[config.mk]
export PLATFORM = sky130hd
export DESIGN_NAME = gcts_top
export DESIGN_NICKNAME = d
export VERILOG_FILES = /design/src/gcts_pkg.sv /design/src/gcts_cmd_if.sv /design/src/gcts_cmd_decode.sv /design/src/gcts_pin_sync.sv /design/src/gcts_top.sv
export SDC_FILE = /design/constraint.sdc
export NUM_CORES = 1
export LEC_CHECK = 0
export BUFFER_PORTS_ARGS = -buffer_cell sky130_fd_sc_hd__buf_4
export CAP_MARGIN = 20
export CORE_UTILIZATION = 55
export CTS_CLUSTER_SIZE = 8
export DETAILED_ROUTE_END_ITERATION = 6
export PLACE_DENSITY = 0.86
export RECOVER_POWER = 50
export SLEW_MARGIN = 20
export SYNTH_ARGS = -nofsm -noshare
export SYNTH_HDL_FRONTEND = slang
export SYNTH_SLANG_ARGS = --single-unit
[constraint.sdc]
create_clock -name clk_i -period 7.25 [get_ports clk_i]
set_input_delay 0.3625 -clock clk_i [delete_from_list [all_inputs] [get_ports clk_i]]
set_output_delay 0.3625 -clock clk_i [all_outputs]
set_load 0.005 [all_outputs]
[src/gcts_pkg.sv]
/*
 Constants, state encodings and field layout of the global command
 and transmitter synchronisation block.
 Assumes one 250 MHz clock and an SPI/I2C framer on the same clock.
// How it works
//Global writes reach all four channels together
//Command 0xCE enables SPI extended addressing
//Extended SPI address is 0010 plus nibble
//Address bit four ignored in extended mode
//Channel select bits keep their meaning
//Command 0xCD restores standard five-bit addressing
//I2C uses its seven-bit address directly
//Codes 0xE0 to 0xEF are sixteen triggers
//Extended registers sit at 0x20 to 0x25
//Same trigger number starts all armed channels
//Start is start-bit falling edge on line
//Clock route bit enables GPIO 0/4/8/12
//Auto disable holds transmitter after queue drains
//Delayed start waits programmed bit intervals
//Armed channel starts on trigger with data
//Arming forces transmitter off until trigger
//Unarmed channel ignores every trigger command
//Trigger select field picks the trigger number
//Delay counts bit intervals, low byte first
//Second delay register holds the high byte
//Host command byte is W/R, channel, address
//Other global codes change nothing
//Reset gives standard addressing; delay ticks baud
*/
package gcts_pkg;

    // ----------------------------------------------------------------
    // Register map
    // ----------------------------------------------------------------
    localparam logic [7:0] ADDR_GLOBAL_CMD = 8'h1F;
    localparam logic [7:0] ADDR_TX_SYNC = 8'h20;
    localparam logic [7:0] ADDR_DLY_LO = 8'h21;
    localparam logic [7:0] ADDR_DLY_HI = 8'h22;
    localparam logic [7:0] ADDR_TMR_LO = 8'h23;
    localparam logic [7:0] ADDR_TMR_HI = 8'h24;
    localparam logic [7:0] ADDR_REV = 8'h25;

    localparam logic [7:0] TX_SYNC_RST = 8'h00;
    localparam logic [7:0] DLY_LO_RST = 8'h00;
    localparam logic [7:0] DLY_HI_RST = 8'h00;
    localparam logic [7:0] TMR_RST = 8'h00;

    // ----------------------------------------------------------------
    // Global commands and address formation
    // ----------------------------------------------------------------
    localparam logic [7:0] CMD_EXT_ON = 8'hCE;
    localparam logic [7:0] CMD_EXT_OFF = 8'hCD;
    localparam logic [3:0] CMD_TRIG_HI = 4'hE;
    localparam logic [3:0] EXT_PREFIX = 4'h2;
    localparam logic [2:0] STD_PREFIX = 3'h0;
    localparam int SPI_WR_BIT = 7;
    localparam int SPI_CH_MSB = 6;
    localparam int SPI_CH_LSB = 5;

    // ----------------------------------------------------------------
    // Sync configuration fields
    // ----------------------------------------------------------------
    localparam int CLK_GPIO_BIT = 7;
    localparam int AUTO_DIS_BIT = 6;
    localparam int DELAYED_BIT = 5;
    localparam int ARM_BIT = 4;
    localparam int TRIG_SEL_MSB = 3;
    localparam int GPIO_STRIDE = 4;
    localparam int CH_COUNT = 4;

    typedef enum logic [1:0] {
        CH_WAIT = 2'h0,
        CH_DELAY = 2'h1,
        CH_RUN = 2'h3
    } gcts_chan_state_t;

endpackage

[src/gcts_cmd_if.sv]
/*
 Decoded register access and global command broadcast.
 Assumes the decoder drives it and the top only reads it.
*/
`timescale 1ns/1ps
interface gcts_cmd_if;
    logic [7:0] addr;
    logic [7:0] wdata;
    logic [1:0] chan;
    logic wr;
    logic rd;
    logic glob;
    logic ext;
    logic trig_p;
    logic [3:0] trig_num;

    modport dec (output addr, wdata, chan, wr, rd, glob, ext, trig_p, trig_num);
    modport top (input addr, wdata, chan, wr, rd, glob, ext, trig_p, trig_num);
endinterface

[src/gcts_cmd_decode.sv]
/*
 Register address formation and global command decoding.
 Assumes one access per acc_valid_i pulse from the framer.
*/
`timescale 1ns/1ps
module gcts_cmd_decode
    import gcts_pkg::*;
(
    input wire logic clk_i,
    input wire logic rst_i,
    input wire logic i2c_mode_i,
    input wire logic acc_valid_i,
    input wire logic acc_write_i,
    input wire logic [7:0] acc_cmd_i,
    input wire logic [6:0] acc_i2c_addr_i,
    input wire logic [1:0] acc_i2c_chan_i,
    input wire logic [7:0] acc_wdata_i,
    gcts_cmd_if.dec bus
);
    typedef struct packed {
        logic ext;
        logic trig;
        logic [3:0] num;
    } gcts_dec_state_t;

    gcts_dec_state_t q, d;
    logic write_dir;
    logic glob_hit;
    logic glob_wr;

    assign write_dir = i2c_mode_i ? acc_write_i : acc_cmd_i[SPI_WR_BIT];
    assign glob_hit = i2c_mode_i ? (acc_i2c_addr_i == ADDR_GLOBAL_CMD[6:0])
                                 : (acc_cmd_i[4:0] == ADDR_GLOBAL_CMD[4:0]);
    assign glob_wr = acc_valid_i & write_dir & glob_hit;
    assign bus.wr = acc_valid_i & write_dir;
    assign bus.rd = acc_valid_i & ~write_dir;
    assign bus.glob = glob_wr;
    assign bus.wdata = acc_wdata_i;
    assign bus.chan = i2c_mode_i ? acc_i2c_chan_i : acc_cmd_i[SPI_CH_MSB:SPI_CH_LSB];
    assign bus.addr = i2c_mode_i ? {1'b0, acc_i2c_addr_i}
                    : q.ext ? {EXT_PREFIX, acc_cmd_i[3:0]}
                    : {STD_PREFIX, acc_cmd_i[4:0]};
    assign bus.ext = q.ext;
    assign bus.trig_p = q.trig;
    assign bus.trig_num = q.num;

    always_comb
    begin
        d = q;
        d.trig = 1'b0;
        if (glob_wr)
        begin
            if (acc_wdata_i == CMD_EXT_ON)
            begin
                d.ext = 1'b1;
            end
            else if (acc_wdata_i == CMD_EXT_OFF)
            begin
                d.ext = 1'b0;
            end
            else if (acc_wdata_i[7:4] == CMD_TRIG_HI)
            begin
                d.trig = 1'b1;
                d.num = acc_wdata_i[3:0];
            end
        end
    end

    always_ff @(posedge clk_i or posedge rst_i)
    begin
        if (rst_i)
        begin
            q <= '0;
        end
        else
        begin
            q <= d;
        end
    end

    ext_enter_a: assert property (@(posedge clk_i) disable iff (rst_i)
        glob_wr && acc_wdata_i == CMD_EXT_ON |=> q.ext && !q.trig)
        else $error("extended mode not entered");
    ext_addr_a: assert property (@(posedge clk_i) disable iff (rst_i)
        q.ext && !i2c_mode_i |-> bus.addr == {4'h2, acc_cmd_i[3:0]})
        else $error("extended address wrong");
    trig_code_a: assert property (@(posedge clk_i) disable iff (rst_i)
        glob_wr && acc_wdata_i[7:4] == 4'hE |=> q.trig && q.num == $past(acc_wdata_i[3:0]))
        else $error("trigger not decoded");
    other_code_a: assert property (@(posedge clk_i) disable iff (rst_i)
        glob_wr && acc_wdata_i[7:4] != 4'hE && acc_wdata_i != 8'hCE && acc_wdata_i != 8'hCD
        |=> !q.trig && $stable(q.ext))
        else $error("ignored code had effect");
endmodule // gcts_cmd_decode

[src/gcts_pin_sync.sv]
/*
 Three-stage synchroniser for a pin level.
 Assumes the pin is asynchronous to clk_i.
*/
`timescale 1ns/1ps
module gcts_pin_sync
(
    input wire logic clk_i,
    input wire logic rst_i,
    input wire logic pin_i,
    output logic lvl_o
);
    typedef struct packed {
        logic s1;
        logic s2;
        logic s3;
        logic lvl;
    } gcts_sync_state_t;

    gcts_sync_state_t q, d;

    always_comb
    begin
        d = q;
        d.s1 = pin_i;
        d.s2 = q.s1;
        d.s3 = q.s2;
        // Level taken only when later stages agree
        if (q.s2 == q.s3)
        begin
            d.lvl = q.s3;
        end
    end

    always_ff @(posedge clk_i or posedge rst_i)
    begin
        if (rst_i)
        begin
            q <= '0;
        end
        else
        begin
            q <= d;
        end
    end

    assign lvl_o = q.lvl;
endmodule // gcts_pin_sync

[src/gcts_top.sv]
/*
 Global command interpreter and transmitter synchronisation for
 four channels, with the extended register page of each channel.
 Assumes the framer gives one acc_valid_i pulse per register byte,
 and each transmitter reports baud ticks, queue state and its line.
*/
`timescale 1ns/1ps
module gcts_top
    import gcts_pkg::*;
#(
    parameter logic [7:0] REV_ID = 8'h5A // Arbitrary value
)
(
    input wire logic clk_i,
    input wire logic rst_i,
    input wire logic i2c_mode_i,
    input wire logic acc_valid_i,
    input wire logic acc_write_i,
    input wire logic [7:0] acc_cmd_i,
    input wire logic [6:0] acc_i2c_addr_i,
    input wire logic [1:0] acc_i2c_chan_i,
    input wire logic [7:0] acc_wdata_i,
    output logic [7:0] acc_rdata_o,
    output logic acc_rvalid_o,
    input wire logic [3:0] baud_tick_i,
    input wire logic [3:0] txq_has_data_i,
    input wire logic [3:0] tx_done_i,
    input wire logic [3:0] tx_line_i,
    input wire logic [3:0] mode_one_register_tx_off_i,
    output logic [3:0] transmitter_off_o,
    output logic [3:0] tx_start_o,
    output logic ext_mode_o,
    output logic [15:0] sysclk_gpio_en_o
);

    // ------------------------------------------------------------
    // State
    // ------------------------------------------------------------
    typedef struct packed {
        logic [3:0][7:0] cfg;
        logic [3:0][7:0] dlo;
        logic [3:0][7:0] dhi;
        logic [3:0][7:0] tlo;
        logic [3:0][7:0] thi;
        gcts_chan_state_t [3:0] st;
        logic [3:0][15:0] cnt;
        logic [3:0] line;
        logic [3:0] start;
        logic [15:0] gpio;
        logic [7:0] rdata;
        logic rvalid;
    } gcts_top_state_t;

    localparam gcts_top_state_t TOP_RST = '{
        cfg: {4{TX_SYNC_RST}},
        dlo: {4{DLY_LO_RST}},
        dhi: {4{DLY_HI_RST}},
        tlo: {4{TMR_RST}},
        thi: {4{TMR_RST}},
        st: '{4{CH_WAIT}},
        line: 4'hF,
        default: '0
    };

    gcts_top_state_t q, d;
    logic i2c_lvl;
    logic [3:0] hold;
    logic [3:0] trig_hit;

    gcts_cmd_if bus ();

    // ------------------------------------------------------------
    // Mode pin and command decoding
    // ------------------------------------------------------------
    gcts_pin_sync u_mode_sync (
        .clk_i(clk_i),
        .rst_i(rst_i),
        .pin_i(i2c_mode_i),
        .lvl_o(i2c_lvl)
    );

    gcts_cmd_decode u_decode (
        .clk_i(clk_i),
        .rst_i(rst_i),
        .i2c_mode_i(i2c_lvl),
        .acc_valid_i(acc_valid_i),
        .acc_write_i(acc_write_i),
        .acc_cmd_i(acc_cmd_i),
        .acc_i2c_addr_i(acc_i2c_addr_i),
        .acc_i2c_chan_i(acc_i2c_chan_i),
        .acc_wdata_i(acc_wdata_i),
        .bus(bus.dec)
    );

    // ------------------------------------------------------------
    // Channel hold and trigger match
    // ------------------------------------------------------------
    always_comb
    begin
        for (int ch = 0; ch < CH_COUNT; ch++)
        begin
            hold[ch] = q.cfg[ch][ARM_BIT] && (q.st[ch] != CH_RUN);
            trig_hit[ch] = bus.trig_p
                && (bus.trig_num == q.cfg[ch][TRIG_SEL_MSB:0]);
        end
    end

    // ------------------------------------------------------------
    // Next state
    // ------------------------------------------------------------
    always_comb
    begin
        d = q;
        d.rvalid = 1'b0;

        // Channel page writes; the global address is never stored
        if (bus.wr && !bus.glob)
        begin
            case (bus.addr)
                ADDR_TX_SYNC: d.cfg[bus.chan] = bus.wdata;
                ADDR_DLY_LO: d.dlo[bus.chan] = bus.wdata;
                ADDR_DLY_HI: d.dhi[bus.chan] = bus.wdata;
                ADDR_TMR_LO: d.tlo[bus.chan] = bus.wdata;
                ADDR_TMR_HI: d.thi[bus.chan] = bus.wdata;
                default: d.rvalid = 1'b0;
            endcase
        end

        // Reads answer one cycle later; unmapped reads give zero
        if (bus.rd)
        begin
            d.rvalid = 1'b1;
            case (bus.addr)
                ADDR_TX_SYNC: d.rdata = q.cfg[bus.chan];
                ADDR_DLY_LO: d.rdata = q.dlo[bus.chan];
                ADDR_DLY_HI: d.rdata = q.dhi[bus.chan];
                ADDR_TMR_LO: d.rdata = q.tlo[bus.chan];
                ADDR_TMR_HI: d.rdata = q.thi[bus.chan];
                ADDR_REV: d.rdata = REV_ID;
                default: d.rdata = 8'h00;
            endcase
        end

        for (int ch = 0; ch < CH_COUNT; ch++)
        begin
            d.line[ch] = tx_line_i[ch];
            // Start of transmission is the start bit's falling edge
            d.start[ch] = q.line[ch] && !tx_line_i[ch] && !hold[ch];
            d.gpio[ch * GPIO_STRIDE] = q.cfg[ch][CLK_GPIO_BIT];

            if (!q.cfg[ch][ARM_BIT])
            begin
                d.st[ch] = CH_WAIT;
            end
            else
            begin
                case (q.st[ch])
                    CH_WAIT:
                    begin
                        // A trigger finding an empty queue is dropped
                        if (trig_hit[ch] && txq_has_data_i[ch])
                        begin
                            if (q.cfg[ch][DELAYED_BIT])
                            begin
                                d.st[ch] = CH_DELAY;
                                d.cnt[ch] = {q.dhi[ch], q.dlo[ch]};
                            end
                            else
                            begin
                                d.st[ch] = CH_RUN;
                            end
                        end
                    end
                    CH_DELAY:
                    begin
                        if (q.cnt[ch] == 16'h0000)
                        begin
                            d.st[ch] = CH_RUN;
                        end
                        else if (baud_tick_i[ch])
                        begin
                            d.cnt[ch] = q.cnt[ch] - 16'h0001;
                        end
                    end
                    CH_RUN:
                    begin
                        if (q.cfg[ch][AUTO_DIS_BIT] && tx_done_i[ch])
                        begin
                            d.st[ch] = CH_WAIT;
                        end
                    end
                    default:
                    begin
                        d.st[ch] = CH_WAIT;
                    end
                endcase
            end
        end
    end

    // ------------------------------------------------------------
    // Registers
    // ------------------------------------------------------------
    always_ff @(posedge clk_i or posedge rst_i)
    begin
        if (rst_i)
        begin
            q <= TOP_RST;
        end
        else
        begin
            q <= d;
        end
    end

    // ------------------------------------------------------------
    // Outputs
    // ------------------------------------------------------------
    assign transmitter_off_o = mode_one_register_tx_off_i | hold;
    assign tx_start_o = q.start;
    assign acc_rdata_o = q.rdata;
    assign acc_rvalid_o = q.rvalid;
    assign ext_mode_o = bus.ext;
    assign sysclk_gpio_en_o = q.gpio;

    // ------------------------------------------------------------
    // Checks
    // ------------------------------------------------------------
    read_answer_a: assert property (@(posedge clk_i) disable iff (rst_i)
        bus.rd && bus.addr == 8'h20 |=> acc_rvalid_o && acc_rdata_o == $past(q.cfg[bus.chan]))
        else $error("sync config read wrong");

    for (genvar g = 0; g < CH_COUNT; g++)
    begin : g_chk
        hold_armed_a: assert property (@(posedge clk_i) disable iff (rst_i)
            q.cfg[g][ARM_BIT] && q.st[g] != CH_RUN |-> transmitter_off_o[g])
            else $error("armed channel not held");
        unarmed_trig_a: assert property (@(posedge clk_i) disable iff (rst_i)
            bus.trig_p && !q.cfg[g][ARM_BIT] |=> q.st[g] == CH_WAIT)
            else $error("unarmed channel left wait");
        trig_run_a: assert property (@(posedge clk_i) disable iff (rst_i)
            q.st[g] == CH_WAIT && q.cfg[g][ARM_BIT] && !q.cfg[g][DELAYED_BIT]
            && bus.trig_p && bus.trig_num == q.cfg[g][3:0] && txq_has_data_i[g]
            |=> q.st[g] == CH_RUN && transmitter_off_o[g] == mode_one_register_tx_off_i[g])
            else $error("trigger did not release");
        trig_delay_a: assert property (@(posedge clk_i) disable iff (rst_i)
            q.st[g] == CH_WAIT && q.cfg[g][ARM_BIT] && q.cfg[g][DELAYED_BIT]
            && bus.trig_p && bus.trig_num == q.cfg[g][3:0] && txq_has_data_i[g]
            |=> q.st[g] == CH_DELAY && q.cnt[g] == {$past(q.dhi[g]), $past(q.dlo[g])})
            else $error("delay not loaded");
        delay_tick_a: assert property (@(posedge clk_i) disable iff (rst_i)
            q.st[g] == CH_DELAY && q.cfg[g][ARM_BIT] && q.cnt[g] != 16'h0000
            && baud_tick_i[g] |=> q.cnt[g] == $past(q.cnt[g]) - 16'h0001)
            else $error("delay not counted");
        auto_off_a: assert property (@(posedge clk_i) disable iff (rst_i)
            q.st[g] == CH_RUN && q.cfg[g][ARM_BIT] && q.cfg[g][AUTO_DIS_BIT]
            && tx_done_i[g] |=> q.st[g] == CH_WAIT && transmitter_off_o[g])
            else $error("auto disable missed");
        start_edge_a: assert property (@(posedge clk_i) disable iff (rst_i)
            q.line[g] && !tx_line_i[g] && !hold[g] |=> tx_start_o[g] ##1 !tx_start_o[g])
            else $error("start edge not reported");
        gpio_route_a: assert property (@(posedge clk_i) disable iff (rst_i)
            q.cfg[g][CLK_GPIO_BIT] |=> sysclk_gpio_en_o[g * GPIO_STRIDE])
            else $error("clock route not enabled");
    end

endmodule // gcts_top

==> results_dict.tcl <==
set metrics [dict create \
    cts.reportedPaths.clkPinSlew_ns 0.06 \
    grt_pass1_vias 10310 \
    max_freq_mhz 268.4 \
    htreeDepth 2 \
    skew_ns 0.02456 \
    grt_pass1_wl_um 58240 \
    worst_slack_ns 3.524 \
    worstSetupStartpointType "primary input" \
    preCtsSetupSlack_ns 3.539 \
    ir_worst_vdd_uv 134.9 \
    syn2layout_area_growth_pct 12.33 \
    overflow 0 \
    die-height_um 160.1 \
    status "complete, but fails checks" \
    floorplan.initialDensity_pct 56.34 \
    num_rows 57 \
    rrSetupSlack_ns 3.59 \
    cts_made_buffers 38 \
    powerDensity_nw_per_um2 230.2 \
    cp-end-kind "asynchronous set/reset pin" \
    drt_iter0_drc 1342 \
    dp_hpwl_um 24610 \
    routed_wirelength_um 37370 \
    via_per_inst 6.682 \
    placed_area_um2 14260 \
    total_power_w 0.003553 \
    synth_top_area_share_pct 47.17 \
    io_buffers 71 \
    min_period_ns 3.726 \
    cp.required_ns 7.07 \
    ys_seq_area_share_pct 47.93 \
    ys_ff_latch 263 \
    relSlewSlack_pct -131.0 \
    core_um2 24390 \
    cap_violations 2 \
    grt_max_degree 209 \
    cts_sinks 263 \
    finalCritPeriodShare_pct 51.39 \
    wl_per_cell_um 23.67 \
    synth_area_um2 13740 \
    dieWidth_um 160.1 \
    tightest_slew_ns 3.466 \
    synth.distinct_cells 79 \
    syn_area_per_cell_um2 11.56 \
    cts_tree "yes" \
    ys.flop_type "dfrtp_1" \
    async_flop_share_pct 100.0 \
    design_area_um2 15430 \
    first_pass_iters 6 \
    setup_viol 0 \
    synth_edf_count 0 \
    critPathKind "primary input to asynchronous set/reset pin" \
    hold_viol_final 0 \
    drive_gt1_share_pct 28.95 \
    fin_nets 1283 \
    dieArea_um2 25620 \
    drc 0 \
    yosys.area.top_type "dfrtp_1" \
    ios 84 \
    netlist_instances 1189 \
    place_congestion 0.9040 \
    grt_usage_pct 29.25 \
    grt_antenna_before_repair 3 \
    yosys_warnings 0 \
    worstPathArrival_ns 3.55 \
    p_leak_nw 6.994 \
    worst_skew_pair.late_latency_ns 0.52 \
    ys_top_cells_by_area "dfrtp_1, mux2_2, mux4_2" \
    clockBufferDepth 3 \
    rsz0062_at_grt "false" \
    vias 10550 \
    tns_ns 0 \
    maxSlewViolCount 120 \
    violations "max-capacitance violations, max-slew violations" \
    crit_fanout 64 \
    post-cts-setup-buffers 0 \
    hp-class "primary input to flip-flop" \
    ant_nets 0 \
    root_buffer "clkbuf_16" \
]
## placed cells by master, fill, tap and decap left out, types with 12 or more instances in the layout
| master | count |
|---|---|
| clkbuf_4 | 19 |
| a21oi_1 | 77 |
| nor2_4 | 16 |
| nand2_1 | 52 |
| inv_1 | 20 |
| nor2_1 | 95 |
| dfrtp_1 | 259 |
| o21ai_0 | 61 |
| mux2_2 | 159 |
| buf_4 | 49 |
| mux4_2 | 40 |
| nor3_1 | 30 |
| nand2b_1 | 16 |
| a31oi_1 | 12 |
| a22oi_1 | 25 |
| nor4_1 | 13 |
| nand3_1 | 17 |
| conb_1 | 12 |
| clkbuf_1 | 36 |
| clkbuf_16 | 39 |
## metal layers
layer	wire, um	GRT usage (%)	part of all wire [%]
met5	50	0	0.13
met4	1670	12.73	4.5
met3	4268	7.143	11
met2	17190	45.63	46
met1	14190	39.00	38
## final cells by class
| class | count | area [um2] |
|---|---|---|
| Fill cell | 1718 | 8956 |
| Antenna cell | 1 | 2.502 |
| Multi-Input combinational cell | 819 | 6640 |
| Tap cell | 324 | 405.4 |
| Timing Repair Buffer | 82 | 624.3 |
| Sequential cell | 263 | 6586 |
| Clock inverter | 1 | 8.758 |
| Clock buffer | 68 | 1085 |
| Inverter | 21 | 82.58 |
## kinds of logic (layout without fill, tap and decap cells)
family | after synthesis | in the layout | synth area share [%]
AO/OA/AOI/OAI | 275 | 275 | 13.31
XOR/XNOR | 16 | 16 | 1.020
adder cells (fa/ha/maj) | 9 | 9 | 0.8013
buffers and inverters | 118 | 172 | 4.380
flip-flops | 263 | 263 | 47.93
multiplexers | 209 | 209 | 20.49
other | 1 | 13 | 0.02729
AND/OR/NAND/NOR | 298 | 298 | 12.04
## what timing repair did
action | 4_1_cts | 5_1_grt
endpoints found under the hold margin | 5 | 23
resized for setup | 0 | 0
hold buffers | 5 | 1
## cell usage after synthesis, drive strengths merged (16+ instances only)
cell type and count:
nand2b 16, o21ai 70, buf 54, a22oi 25
mux2 165, nand3 21, dfrtp 259, mux4 40
nor3 30, clkbuf 43, a21oi 77, nand2 55
inv 21, nor2 116
## registers in the layout, summed over array words and instances, names as in the netlist, 2 cells and up
name / flops
q: 232
acc_rdata_o: 8
u_mode_sync.d: 2
tx_start_o: 4
u_decode.bus.trig_num: 4
d: 4
sysclk_gpio_en_o: 4
## path summary, 6_finish.rpt
kind,startpoint,endpoint,cells past startpoint
worst min register to register,u_mode_sync.d[2],u_mode_sync.d[1],0
max in group clk_i,u_mode_sync.lvl_o,acc_rdata_o[6],6
worst max register to register,u_mode_sync.lvl_o,acc_rdata_o[6],6
min in group asynchronous,rst_i,u_mode_sync.q[1],4
worst min-delay path,tx_done_i[0],q[97],4
worst max-delay path,rst_i,q[195],4
## report_power, final
part	internal [W]	total [W]	switching, W
clock	0.00100	0.00165	0.000646
sequential	0.00153	0.00160	0.0000723
combinational	0.000137	0.000301	0.000164
## worst max-delay path, cell delays in order
cell and delay (ns):
dlygate4sd3_1 0.53, clkbuf_1 0.12, clkinvlp_4 0.07, clkbuf_1 2.44
## metrics by stage
step	util, %	hold slack (ns)	std cells
floorplan	-	0.3312	1200
global placement	58.48	0.3474	1502
detailed placement	58.48	0.3512	1502
CTS	63.17	0.1412	1576
global route	63.27	0.1959	1578
finish	63.28	0.1703	1579
Power figures use the tool's default switching activity.
